--- src/design/lpds_pkg.sv ---
package lpds_pkg;
  localparam logic [11:0] ADDR_CODE    = 12'h120;
  localparam logic [11:0] ADDR_DAC_SW  = 12'h124;
  localparam logic [11:0] ADDR_CTRL    = 12'h128;
  localparam logic [11:0] ADDR_TIA_SW  = 12'h0e4;
  localparam logic [11:0] ADDR_FE_CTRL = 12'h12c;
  localparam logic [11:0] ADDR_LEVEL   = 12'h130;

  localparam int CODE_FINE_LSB   = 0;
  localparam int CODE_COARSE_LSB = 12;
  localparam int CTRL_AUTO_BIT   = 5;
  localparam int DSW_OVR_BIT     = 5;
  localparam int FE_DCBUF_BIT    = 21;

  localparam logic [17:0] CODE_RST   = 18'h00000;
  localparam logic [5:0]  DSW_RST    = 6'h00;
  localparam logic [5:0]  CTRL_RST   = 6'h02;
  localparam logic [13:0] TSW_RST    = 14'h0000;
  localparam logic [31:0] FE_RST     = 32'h00000000;

  localparam logic [4:0]  PAT_NORMAL = 5'h0c;
  localparam logic [4:0]  PAT_DIAG   = 5'h11;

  localparam logic [11:0] FINE_TOP   = 12'hfff;
  localparam logic [11:0] FINE_CLAMP = 12'hffe;

  // Behavioural output model, microvolts; fine step in nanovolts
  localparam int BASE_UV       = 200000;
  localparam int FINE_STEP_NV  = 540000;
  localparam int COARSE_STEP_UV = 34380;
endpackage

--- src/design/lpds_decode.sv ---
`timescale 1ns/1ps
`default_nettype none
module lpds_decode
  import lpds_pkg::*;
(
  input  wire logic        auto_mode,
  input  wire logic [5:0]  dac_sw,
  input  wire logic [17:0] code,
  output logic      [4:0]  sw_pattern,
  output logic      [11:0] fine_eff,
  output logic      [5:0]  coarse_eff
);
  always_comb begin
    if (dac_sw[DSW_OVR_BIT]) begin
      sw_pattern = dac_sw[4:0];
    end else if (auto_mode) begin
      sw_pattern = PAT_DIAG;
    end else begin
      sw_pattern = PAT_NORMAL;
    end
  end

  always_comb begin
    fine_eff   = code[CODE_FINE_LSB +: 12];
    coarse_eff = code[CODE_COARSE_LSB +: 6];
    if (fine_eff == FINE_TOP) begin
      fine_eff = FINE_CLAMP;
    end
  end
endmodule // lpds_decode
`default_nettype wire

--- src/design/lpds_top.sv ---
// Implementation choices: the APB interface to the registers and the register addresses.
`timescale 1ns/1ps
`default_nettype none
module lpds_top
  import lpds_pkg::*;
(
  input  wire logic        pclk,
  input  wire logic        presetn,
  input  wire logic        clk_en,
  input  wire logic        psel,
  input  wire logic        penable,
  input  wire logic        pwrite,
  input  wire logic [11:0] paddr,
  input  wire logic [31:0] pwdata,
  output logic      [31:0] prdata,
  output logic             pready,
  output logic             pslverr,
  output logic      [4:0]  dac_sw_out,
  output logic      [13:0] tia_sw_out,
  output logic      [11:0] fine_code_out,
  output logic      [5:0]  coarse_code_out,
  output logic             dc_buffer_en
);
  // ------------------------------------------------------------
  // Registers
  // ------------------------------------------------------------
  logic [17:0] code_q, code_d;
  logic [5:0]  dsw_q, dsw_d;
  logic [5:0]  ctrl_q, ctrl_d;
  logic [13:0] tsw_q, tsw_d;
  logic [31:0] fe_q, fe_d;
  logic [31:0] prdata_q, prdata_d;
  logic        pready_q, pready_d;
  logic        pslverr_q, pslverr_d;
  logic [4:0]  dsw_out_q, dsw_out_d;
  logic [13:0] tsw_out_q, tsw_out_d;
  logic [11:0] fine_q, fine_d;
  logic [5:0]  coarse_q, coarse_d;
  logic        dcbuf_q, dcbuf_d;
  logic        level_bump;

  function automatic logic known_addr(input logic [11:0] a);
    known_addr = (a == ADDR_CODE) || (a == ADDR_DAC_SW) || (a == ADDR_CTRL) ||
                 (a == ADDR_TIA_SW) || (a == ADDR_FE_CTRL) || (a == ADDR_LEVEL);
  endfunction

  wire logic setup  = psel && !penable;
  wire logic access = psel && penable && pready_q;
  wire logic wr     = access && pwrite && known_addr(paddr);

  // ------------------------------------------------------------
  // APB slave: no wait states, pready in access phase
  // ------------------------------------------------------------
  always_comb begin
    code_d    = code_q;
    dsw_d     = dsw_q;
    ctrl_d    = ctrl_q;
    tsw_d     = tsw_q;
    fe_d      = fe_q;
    prdata_d  = prdata_q;
    pready_d  = setup;
    pslverr_d = setup && !known_addr(paddr);
    if (wr) begin
      unique case (paddr)
        ADDR_CODE:    code_d = pwdata[17:0];
        ADDR_DAC_SW:  dsw_d  = pwdata[5:0];
        ADDR_CTRL:    ctrl_d = pwdata[5:0];
        ADDR_TIA_SW:  tsw_d  = pwdata[13:0];
        ADDR_FE_CTRL: fe_d   = pwdata;
        default:      ;
      endcase
    end
    if (setup && !pwrite) begin
      unique case (paddr)
        ADDR_CODE:    prdata_d = {14'h0000, code_q};
        ADDR_DAC_SW:  prdata_d = {26'h0000000, dsw_q};
        ADDR_CTRL:    prdata_d = {26'h0000000, ctrl_q};
        ADDR_TIA_SW:  prdata_d = {18'h00000, tsw_q};
        ADDR_FE_CTRL: prdata_d = fe_q;
        ADDR_LEVEL:   prdata_d = {13'h0000, level_bump, coarse_q, fine_q};
        default:      prdata_d = 32'h00000000;
      endcase
    end
  end

  // ------------------------------------------------------------
  // Switch decode
  // ------------------------------------------------------------
  lpds_decode u_decode (
    .auto_mode  (ctrl_q[CTRL_AUTO_BIT]),
    .dac_sw     (dsw_q),
    .code       (code_q),
    .sw_pattern (dsw_out_d),
    .fine_eff   (fine_d),
    .coarse_eff (coarse_d)
  );

  // ------------------------------------------------------------
  // Output stage next values
  // ------------------------------------------------------------
  // Every output sits one edge behind its register, so all switches
  // of one write move on the same edge
  always_comb begin
    tsw_out_d  = tsw_q;
    dcbuf_d    = fe_q[FE_DCBUF_BIT];
    // Fine level at or above the coarse level sets level_bump, bit 18 of the level readback
    level_bump = (fine_q >= {coarse_q, 6'h00});
  end

  always_ff @(posedge pclk or negedge presetn) begin
    if (!presetn) begin
      code_q    <= CODE_RST;
      dsw_q     <= DSW_RST;
      ctrl_q    <= CTRL_RST;
      tsw_q     <= TSW_RST;
      fe_q      <= FE_RST;
      prdata_q  <= 32'h00000000;
      pready_q  <= 1'b0;
      pslverr_q <= 1'b0;
      dsw_out_q <= PAT_NORMAL;
      tsw_out_q <= TSW_RST;
      fine_q    <= 12'h000;
      coarse_q  <= 6'h00;
      dcbuf_q   <= 1'b0;
    end else if (clk_en) begin
      code_q    <= code_d;
      dsw_q     <= dsw_d;
      ctrl_q    <= ctrl_d;
      tsw_q     <= tsw_d;
      fe_q      <= fe_d;
      prdata_q  <= prdata_d;
      pready_q  <= pready_d;
      pslverr_q <= pslverr_d;
      dsw_out_q <= dsw_out_d;
      tsw_out_q <= tsw_out_d;
      fine_q    <= fine_d;
      coarse_q  <= coarse_d;
      dcbuf_q   <= dcbuf_d;
    end
  end

  assign prdata          = prdata_q;
  assign pready          = pready_q;
  assign pslverr         = pslverr_q;
  assign dac_sw_out      = dsw_out_q;
  assign tia_sw_out      = tsw_out_q;
  assign fine_code_out   = fine_q;
  assign coarse_code_out = coarse_q;
  assign dc_buffer_en    = dcbuf_q;
endmodule // lpds_top
`default_nettype wire

--- config.mk ---
export PLATFORM = sky130hd
export DESIGN_NAME = lpds_top
export DESIGN_NICKNAME = d
export VERILOG_FILES = /design/src/design/lpds_pkg.sv /design/src/design/lpds_decode.sv /design/src/design/lpds_top.sv
export SDC_FILE = /design/constraint.sdc
export NUM_CORES = 1
export LEC_CHECK = 0
export ABC_AREA = 1
export ABC_CLOCK_PERIOD_IN_PS = 1600
export BUFFER_PORTS_ARGS = -buffer_cell sky130_fd_sc_hd__buf_2
export CORE_UTILIZATION = 40
export DETAILED_ROUTE_END_ITERATION = 6
export PLACE_DENSITY = 0.7
export SLEW_MARGIN = 20
export SYNTH_ARGS = -nofsm -noshare
export SYNTH_HDL_FRONTEND = slang
export SYNTH_SLANG_ARGS = --single-unit
--- constraint.sdc ---
create_clock -name pclk -period 1.6 [get_ports pclk]
set_input_delay 0.16 -clock pclk [delete_from_list [all_inputs] [get_ports pclk]]
set_output_delay 0.16 -clock pclk [all_outputs]
set_load 0.02 [all_outputs]
---- Word-level counts from Yosys, hierarchy flattened ----
Index checks and enable logic that the tools add are counted.
word-level totals
  bits in registers ....................... 148
  memory bits (writable) .................. 0
  output and inout port bits .............. 72
  logic and storage cells ................. 46
  latch bits .............................. 0
  ROM bits ................................ 0
  bits of input ports ..................... 50
  memories kept ........................... 0
cells by class
  $mul .................................... 0
  order comparisons ....................... 1
  bitwise operators ....................... 0
  reduce and logical (&&, ||, !) cells .... 21
  mux-type cells .......................... 4
  equality and inequality tests ........... 7
  divide/modulo/power cells ............... 0
  shift-type cells ........................ 0
  add/subtract/negate cells ............... 0
operators by type and width
  kind                    number
  $pmux W32 S6            1
  $eq A12 B9 Y1 const B   5
  $reduce_and A3 Y1       5
  $eq A12 B12 Y1 const B  1
  $eq A12 B8 Y1 const B   1
  $ge A12 B12 Y1          1
  $mux W12                1
  $mux W5                 2
  $logic_and A1 B1 Y1     7
  $logic_or A1 B1 Y1      5
  $logic_not A1 Y1        3
  $reduce_and A2 Y1       1

---- Logic depth before layout (Yosys ltp) ----
Gate-level depths: netlist (run 1).
  word-level depth ........................ 8
  mapped depth ............................ 11
  gate-level depth less buffers ........... 10

---- Cells and area by module ----
From an unflattened synthesis (run 1), not the netlist that was laid out.
unflattened totals
  cell total of the unflattened synthesis .. 892
  area total of the unflattened synthesis .. 7153.1 um^2
modules (own cells, without submodules)
  module       area an instance (um^2)  instances  sequential area each (um^2)  cells an instance
  lpds_top     6969.2                   1          3707.3                       850
  lpds_decode  183.9                    1          0.0                          42

---- Least setup slack after synthesis (run 1) ----
No wires, ideal clock.
  path kind ............................... register to register
  from .................................... reg pready_q, in the netlist pready
  to ...................................... reg dsw_q[1]
  path buffers ............................ 2
  arrival time ............................ 1.377 ns
  period minus slack after synthesis ...... 1.443 ns
  stages on the path, launching flop included .. 7
  slack ................................... 0.157 ns
  required time ........................... 1.534 ns
  library setup time ...................... 0.066 ns
  cell sequence ........................... dfrtp_1 -> nand3_1 -> nor3_4 -> buf_2 -> buf_2 -> nand4_1 -> nand2_1
between the ends
  cells in the longest elaborated chain, start to end .. 4
RTL lines
  what                               RTL line         RTL
  start, declared                    lpds_top.sv:33   logic pready_q, pready_d;
  start signal, assigned             lpds_top.sv:132  pready_q <= pready_d;
  $logic_and A1 B1 Y1                lpds_top.sv:48   wire logic access = psel && penable && pready_q;
  $logic_and A1 B1 Y1 (2 in series)  lpds_top.sv:49   wire logic wr = access && pwrite && known_addr(paddr);
  $reduce_and A3 Y1 (no line)        n/a
  end signal, assigned               lpds_top.sv:127  dsw_q <= dsw_d;
  end, declared                      lpds_top.sv:28   logic [5:0] dsw_q, dsw_d;
No other way between the ends.
A chain may end at the register's enable or synchronous reset.

---- Worst setup path after layout (run 1) ----
  from .................................... reg pready_q, in the netlist pready
  to ...................................... reg fe_q[25]
between the ends
  cells in the longest elaborated chain, start to end .. 4
RTL lines
  what                               RTL line         RTL
  $logic_and A1 B1 Y1                lpds_top.sv:48
  $logic_and A1 B1 Y1 (2 in series)  lpds_top.sv:49
  $reduce_and A3 Y1 (no line)        n/a
  end signal, assigned               lpds_top.sv:116  fe_q <= FE_RST;
  end signal, assigned               lpds_top.sv:130  fe_q <= fe_d;
  end, declared                      lpds_top.sv:31   logic [31:0] fe_q, fe_d;
No other way between the ends.

==> out/summary.md, run 1 <==
The run finished with clean final reports. The run gives 0.002815 sq mm as the area of combinational cells with multiple inputs. Leaving out fill and tap cells, the most frequent cell in the layout is sky130_fd_sc_hd__nand2_1. The count of placed standard cells in the final layout, fillers left out is 1236, and the die outline height is 135.1 um. After filler insertion, the fill cell instance count of the layout stands at 1606. Cells with a size suffix above 1 make up 24.13% of the layout. The floorplan has 48 rows. The all-layer global routing usage is 22.32%, and the routability-driven placement congestion ratio is 0.8375. After clock tree synthesis, the repair step resized 0 gates. Port buffering added 121 buffers. The later pin in the worst-skew pair is clocked with a latency of 420 ps. The HPWL after detailed placement was 13680 um; the routed length per instance was 15.63 um.

After layout, the worst path uses 93.54% of the clock period. After detailed routing, the number of remaining DRC violations is 0. The first TritonRoute pass finished after 5 iterations. Kind of start point of the critical path: a flip-flop. The repair_antennas step left the layout with diodes totalling 0. The category of the most critical setup path is flip-flop to flip-flop. In this run the critical register-to-register path is launched from pready.

The logs give 0.01730 sq mm for the area inside the core boundary and 47 for the maximum number of pins on one net before global-route repair. The number of antenna violations at the first check in global routing was 0; the proportion of netlist area held by the largest area contributor was 51.19%. The longest clock path from root to sink contains 2 buffers. Setup total negative slack on the finished layout was measured at 0 ps. Clock skew on the completed layout was measured at 6.795 ps. Deepest level of the CTS H-tree: 4.

In the post-synthesis netlist, the biggest area contributors are sky130_fd_sc_hd__dfrtp_1, sky130_fd_sc_hd__nand2_1, sky130_fd_sc_hd__nand4_1. The required time of the worst setup path was 1900 ps; the area share of and/or/nand/nor cells after synthesis was 31.17%. STA classifies the critical path endpoint as a flip-flop.

After synthesis, the largest family of logic cells by area is simple AND/OR/NAND/NOR gates. The final-layout worst hold slack was 5.087 ps; the post-detailed-route via-to-cell ratio was 5.049. The signal on the critical path passes through nand3_1, nor3_4, nand2_2, buf_12, nor2_1, a21oi_1.

The area of the die is 0.01826 sq mm. The share of the yosys chip area belonging to registers was 52.30%; the adder and majority cell fraction of the synthesized area was 1.059%. The sequential cell area is 0.003707 sq mm.

The worst setup margin is 103.4 ps, and the largest fanout of any net on the critical path is 38. Summed over all layers, the global routing overflow is 0. In this run, synthesis produced a sequential element count of 148. For this block, the initial DRC count from the detailed router was 472. For this run, the post-layout net count is 1054. For this configuration, the core starts out at a cell density of 40.98%. At the worst endpoint, the arrival time is 1800 ps. For the headroom to the max-slew limit, the log shows 68.80%. The top cell types in the final layout, fill and taps aside, are sky130_fd_sc_hd__nand2_1, sky130_fd_sc_hd__dfrtp_1, sky130_fd_sc_hd__buf_2. The synthesized area is 0.007088 sq mm, and the largest vdd supply drop is 626.0 uV.

The post-synthesis average cell area was 8.280 sq um. During I/O placement, the number of pins put on the boundary was 122. For the first-pass GRT wire length, the log shows 31330 um. Setup repair after global routing left no endpoint under its margin.

The critical path buffer and inverter count was 1. The detailed-route wire length is 19320 um. The biggest area contributor in the post-synthesis netlist is sky130_fd_sc_hd__dfrtp_1. The count of clock tree sinks was 148; the hold violation count in the final report was 0. Pin slew with the least headroom to its limit: 468.0 ps. The run gives 0 as the number of synthesis warnings. The largest individual stage delay along the critical path comes from the cell sky130_fd_sc_hd__dfrtp_1. For the number of max-slew violations in the final report, the log shows 0. Setup violations remaining at the end of the flow were counted as 0. The clock-pin slew on the worst setup and hold paths was 60 ps. The critical path launch point was pready. The die extent in x is 135.1 um. Among cell families on the critical path, the largest total delay comes from simple AND/OR/NAND/NOR gates. The number of distinct library cells after synthesis was 29. Share of cell area taken by muxes after synthesis: 0%. In this design, the stage delay of the slowest critical-path cell is 390 ps. The type of the worst min-delay path is primary input to flip-flop. The tools report the total leakage power as 4.950 nW. TritonCTS built the clock tree. The post-synthesis share of cell area spent on xor and xnor gates was 0%. Max-cap violations in this run came to 0. The compound-gate portion of the synthesized area is 7.485%, and the end-of-flow core utilization is 51.33%.

Synthesis produced a netlist whose cell count is 856. The hold path startpoint is pwdata[21]. Fmax: 0.6682 GHz. The via count of the first global-routing pass is 6053, and the ratio of total power to cell area is 955.9 mW/mm^2.

The signed area change from the synthesized netlist to the final layout was 25.26%. Root buffer cell: sky130_fd_sc_hd__clkbuf_16. Counting the buffers created by CTS gives 17.

Counting every net in the synthesized netlist gives 912. The number of setup buffers added after CTS is 0. Prior to clock tree synthesis, the placed netlist has a worst setup slack of 92.18 ps. The detail route stage leaves a number of antenna-violating nets equal to 0. The total via count after detailed routing was 6241; the final critical path time including I/O delays and setup was 1497 ps. In this run, placement finished with an instance count of 1197.
-- metrics by stage --
stage / cell area [sq um] / total power, mW
global route: 8879 / 8.732
finish: 8879 / 8.487
floorplan: 7088 / 4.001
global placement: 8175 / 4.259
CTS: 8879 / 8.544
detailed placement: 8175 / 4.261
-- power breakdown --
part | switching, mW | leakage [nW] | internal [mW]
registers | 0.0116 | 1.88 | 3.76
logic | 0.302 | 2.76 | 0.127
clock network | 1.59 | 0.307 | 2.70
total | 1.90 | 4.95 | 6.59
-- timing repair --
item,CTS,global route
hold buffers,7,0
hold endpoints to repair,65,0
setup endpoints to repair,0,0
-- synthesized netlist by cell type --
cell and number:
sky130_fd_sc_hd__a21oi_1 38, sky130_fd_sc_hd__buf_1 3, sky130_fd_sc_hd__buf_2 19, sky130_fd_sc_hd__buf_4 4, sky130_fd_sc_hd__buf_6 5, sky130_fd_sc_hd__clkbuf_1 11
sky130_fd_sc_hd__clkinv_2 1, sky130_fd_sc_hd__dfrtp_1 145, sky130_fd_sc_hd__dfstp_2 3, sky130_fd_sc_hd__ha_1 6, sky130_fd_sc_hd__inv_1 80, sky130_fd_sc_hd__inv_2 7
sky130_fd_sc_hd__nand2_1 293, sky130_fd_sc_hd__nand2_2 3, sky130_fd_sc_hd__nand2_4 3, sky130_fd_sc_hd__nand3_1 57, sky130_fd_sc_hd__nand3_2 5, sky130_fd_sc_hd__nand3_4 1
sky130_fd_sc_hd__nand4_1 53, sky130_fd_sc_hd__nor2_1 55, sky130_fd_sc_hd__nor2_2 4, sky130_fd_sc_hd__nor2_4 6, sky130_fd_sc_hd__nor3_1 3, sky130_fd_sc_hd__nor3_2 1
sky130_fd_sc_hd__nor3_4 3, sky130_fd_sc_hd__o21a_1 1, sky130_fd_sc_hd__o21ai_0 14, sky130_fd_sc_hd__o21ai_2 18, sky130_fd_sc_hd__o31ai_1 14
-- worst register-to-register path, delay by kind of cell, from the launching register on --
family / cells / cell delay, ps
and+or+nand+nor: 4 / 720
buffers and inverters: 1 / 200
AOI/OAI and AO/OA: 1 / 70
DFF: 1 / 390
-- final cells by class --
type	instances	share of cell area, %
inverters	88	3.734
clock inverters	12	1.987
well taps	225	3.171
clock buffers	20	5.144
flip-flops and latches	148	41.76
multi-input cells	578	31.71
repair buffers	165	12.50
-- logic make-up (layout without fill, tap and decap cells) --
kind of cell               Yosys count  in the layout
and+or+nand+nor                    487            487
DFF                                148            148
buffers and inverters              130            285
AOI/OAI and AO/OA                   85             85
adders and majority gates            6              6
-- per-layer routing --
metal | vias to the layer above | GRT usage (%) | part of all wire, %
li1 | 3045 | - | -
met1 | 2954 | 30.18 | 45
met2 | 206 | 34.62 | 46
met3 | 36 | 4.617 | 6.5
met4 | 0 | 9.675 | 2.9
met5 | - | 0 | 0
-- registers in the layout, indices dropped and copies added, names as in the netlist, 5 cells and up --
signal and count:
code_q 18, coarse_code_out 6, fe_q 32, tsw_out_d 14, dsw_q 6, tia_sw_out 14, prdata 32, fine_code_out 12
dac_sw_out 5, ctrl_q 6
-- path summary, 6_finish.rpt --
kind                              to  slack [ps]  cells past startpoint
min                         fe_q[21]           5                      3
max                         fe_q[25]         100                      6
max reg2reg                 fe_q[25]         100                      6
max in group asynchronous   fe_q[16]         790                      3
min in group asynchronous   fe_q[27]         210                      2
min reg2reg                ctrl_q[1]         470                      2
No activity file was read; power rests on OpenSTA's default activity.
==> inputs of run 2 (changes only) <==
--- a/config.mk
+++ b/config.mk
@@ -14,4 +14,5 @@
 export SLEW_MARGIN = 20
 export SYNTH_ARGS = -nofsm -noshare
 export SYNTH_HDL_FRONTEND = slang
+export SYNTH_HIERARCHICAL = 1
 export SYNTH_SLANG_ARGS = --single-unit
==> out/summary.md, run 2 <==
The flow ran to the end, and the final reports show no timing, DRC or antenna violations. The run gives 948 (+3.9%) as the synthesized net count. The pin slew with the least headroom to its limit is 455.2 ps (-12.77 ps), and the number of setup violations in the final report is 0 (unchanged). The worst hold path belongs to the class primary input to flip-flop. DRC violation count after routing: 0 (unchanged). The die outline height is 135.7 um (+0.45%).

The detailed-route wire length is 19680 um (+1.9%). For the routability-driven placement congestion ratio, the log shows 0.8313 (-0.74%). The headroom to the max-slew limit was 69.65% (+0.85 points); the die extent in x was 135.7 um (+0.45%).

The run gives 1830 ps (+30 ps) as the data arrival time of the critical path. The count of cells along the worst register-to-register path works out to 7 (+1). By area the synthesized netlist is led by sky130_fd_sc_hd__dfrtp_1, sky130_fd_sc_hd__nand2_1, sky130_fd_sc_hd__inv_1. The number of nets still failing antenna checks after routing was 0 (unchanged). The slowest stage of the critical path belongs to the cell sky130_fd_sc_hd__dfrtp_1.

The slack of the worst reg-to-reg path is 80 ps (-20 ps). The library cells used most frequently in the layout, excluding fill and tap cells, are sky130_fd_sc_hd__nand2_1, sky130_fd_sc_hd__dfrtp_1, sky130_fd_sc_hd__buf_2. The logs give 7.756 ps (+2.670 ps) for the final-layout worst hold slack and 4.983 nW (+0.67%) for the total leakage power.

sky130_fd_sc_hd__dfrtp_1 takes more of the synthesized area than any other cell. The tools report the required time of the worst setup path as 1910 ps (about the same). Count of clock tree sinks: 148 (unchanged).

The most frequent cell on the critical path was sky130_fd_sc_hd__nand2_1. The run gives 13940 um (+1.9%) as the HPWL after detailed placement. The logs give 1087 (+3.1%) for the final-stage net count and 31370 um (+0.15%) for the first-pass GRT wire length. The run gives 51.83% (-0.48 points) as the share of the yosys chip area belonging to registers.

For the synthesized netlist cell count, the log shows 892 (+4.2%). For the hold violation count in the final report, the log shows 0 (unchanged). The kind of start point of the critical path is a flip-flop. The run gives 6.560 ps (-0.2348 ps) as the worst clock skew.

The number of buffers created by CTS was 17 (unchanged). The buffer depth of the longest clock path is 2 (unchanged), and the fmax is 0.6578 GHz (-1.6%). The maximum number of pins on one net before global-route repair was 47 (unchanged); the number of synthesis warnings was 6 (+6). TritonCTS built the clock tree.

The deepest level of the CTS H-tree was 4 (unchanged). By count the netlist is led by sky130_fd_sc_hd__nand2_1, sky130_fd_sc_hd__dfrtp_1, sky130_fd_sc_hd__inv_1. The largest vdd supply drop is 707.1 uV (+13%).

The total via count after detailed routing was 6346 (+1.7%); the clock latency of the later-clocked register in the worst-skew pair was 430 ps (about the same). The post-detailed-route via-to-cell ratio was 5.001 (-0.96%). The number of max-slew violations in the final report was 0 (unchanged).

The run gives 9432 um (+6.6%) as the total length of routed met2 wires. From synthesis to final layout, the design area changed by 24.24%. The worst register-to-register path ends at tsw_out_d[6]. sky130_fd_sc_hd__nand2_1 is the most common cell in the netlist. The number of buffers inserted by port buffering was 121 (unchanged); the first-pass detailed-route iteration total was 6 (+1). Routed length per instance: 15.51 um (-0.76%).

The highest layer used for signal routing was met4. Ratio of total power to cell area: 895.4 mW/mm^2 (-6.3%). The worst setup path is of the flip-flop to flip-flop kind. The proportion of netlist area held by the largest area contributor is 50.73% (-0.47 points). The setup TNS after final layout came out at 0 ps (unchanged).

For this run, the leading register cell type out of synthesis is sky130_fd_sc_hd__dfrtp_1. The number of distinct library cells after synthesis was 29 (unchanged). The area of the die is 0.01842 sq mm (+0.90%), and the number of storage elements in the synthesis netlist is 148 (unchanged). For the initial core utilization, the log shows 41.21% (+0.23 points).

The library cell used most frequently in the layout, excluding fill and tap cells, is sky130_fd_sc_hd__nand2_1. The proportion of layout cells with a drive suffix above 1 was 23.08% (-1.1 points); the largest fanout of any net on the critical path was 14 (-63%). The total grt overflow is 0 (unchanged), and the final critical path time including I/O delays and setup is 1520 ps (+23.64 ps). Following the worst setup path forward leads to its endpoint at tsw_out_d[6]. Share of the cycle needed by the critical path after routing: 95.01% (+1.5 points). The root buffer cell chosen for the clock tree is sky130_fd_sc_hd__clkbuf_16.

The async set or reset register ratio after synthesis works out to 100.0% (unchanged). The count of standard-cell rows came out at 48 (unchanged). The run gives 51.20% (-0.13 points) as the end-of-flow core utilization. The worst setup path is captured at a flip-flop.

Setup repair after global routing left no endpoint under its margin. The startpoint identified for the worst register-to-register timing path is pready. The critical path goes through nand3_2, nor3_4, buf_12, nand3_1, buf_4, nand2_1, nand2_1.

The tools report the all-layer global routing usage as 22.37% (+0.053 points). The total length of routed met3 wires was 1216 um (-3.4%). The total of max-cap violations was 0 (unchanged).

Area inside the core boundary: 0.01736 sq mm (+0.35%). Antenna diode count: 0 (unchanged). The run gives 8599 um (-0.52%) as the routed length on met1. The post-synthesis average cell area was 8.019 sq um (-3.2%); the count of flip-flops with a built-in enable after synthesis was 0 (unchanged). The count of pins on the block boundary is 122 (unchanged), and the synthesized area is 0.007153 sq mm (+0.92%). The clock-pin slew on the worst setup and hold paths is 60 ps (about the same).

The via count of the first global-routing pass was 6083 (+0.50%). Delay of the slowest cell on the worst path: 400 ps (about the same). The most critical setup path has its startpoint at pready. Iteration-0 DRC count of the detailed router: 481 (+1.9%). The number of antenna violations at the first check in global routing is 0 (unchanged).
run 2: changes by cell type after synthesis, moves of 3 or more:
cell                       delta
sky130_fd_sc_hd__clkbuf_1    +14
sky130_fd_sc_hd__nand3_2      -3
sky130_fd_sc_hd__nand4_1      -4
sky130_fd_sc_hd__buf_4        +7
sky130_fd_sc_hd__o21ai_0      -4
sky130_fd_sc_hd__inv_1        +5
sky130_fd_sc_hd__nand2_1     +29
sky130_fd_sc_hd__nand2_4      -3
sky130_fd_sc_hd__nor2_1       +4
sky130_fd_sc_hd__a21oi_1      -3
sky130_fd_sc_hd__nor2_4       -4
run 2: critical path, delay by kind of cell (launching register included):
family	cells	cell delay, ps
buffers and inverters	2	350
AND/OR/NAND/NOR	5	640
flip-flops	1	400
run 2: metrics by stage:
| step | power, mW | cells | area (sq um) | worst slack [ps] |
|---|---|---|---|---|
| after global placement | 4.234 | 1218 | 8124 | 89.02 |
| after global routing | 8.210 | 1269 | 8887 | 19.59 |
| after CTS | 8.024 | 1265 | 8831 | 51.00 |
| final | 7.958 | 1269 | 8887 | 79.77 |
| after detailed placement | 4.236 | 1218 | 8124 | 70.37 |
| after floorplan | 3.979 | 892 | 7153 | 215.7 |
run 2: timing repair:
action | CTS | global route
resized for setup | 0 | 2
endpoints found under the hold margin | 55 | 0
hold buffers | 15 | 0
buffers inserted | 0 | 3
endpoints found under the setup margin | 0 | 9
run 2: how the worst min path moves through the flow:
stage,from,end,depth (start not counted),slack [ps]
floorplan,presetn,coarse_code_out[0],0,-140
global placement,presetn,tia_sw_out[8],1,120
detailed placement,presetn,tia_sw_out[8],1,120
CTS,pwdata[9],code_q[9],3,3
global route,pwdata[12],code_q[12],3,20
finish,pwdata[24],fe_q[24],3,8
run 2: area by class of cell:
type	count	area (sq um)
Clock buffer	17	425.4
Inverter	90	337.8
Timing Repair Buffer	179	1206
Multi-Input combinational cell	595	2798
Sequential cell	148	3707
Tap cell	225	281.5
Fill cell	1665	8469
Clock inverter	15	131.4
run 2: layer usage:
| layer | global-route usage, % | up-vias |
|---|---|---|
| met1 | 29.39 | 2983 |
| met3 | 4.863 | 34 |
| met5 | 0 | - |
| met4 | 8.240 | 0 |
| li1 | - | 3111 |
| met2 | 36.11 | 218 |
run 2: cell families (layout without fill, tap and decap cells):
kind of cell / after synthesis / after routing / share of synthesized area (%)
buf+inv: 149 / 301 / 9.131
fa+ha+maj: 6 / 6 / 1.049
simple gates: 512 / 512 / 31.17
flops: 148 / 148 / 51.83
compound gates: 77 / 77 / 6.822
run 2: power by group:
part | switching, mW | leakage (nW) | internal (mW)
registers | 0.0111 | 1.88 | 3.76
clock network | 1.62 | 0.262 | 2.14
logic | 0.287 | 2.84 | 0.140
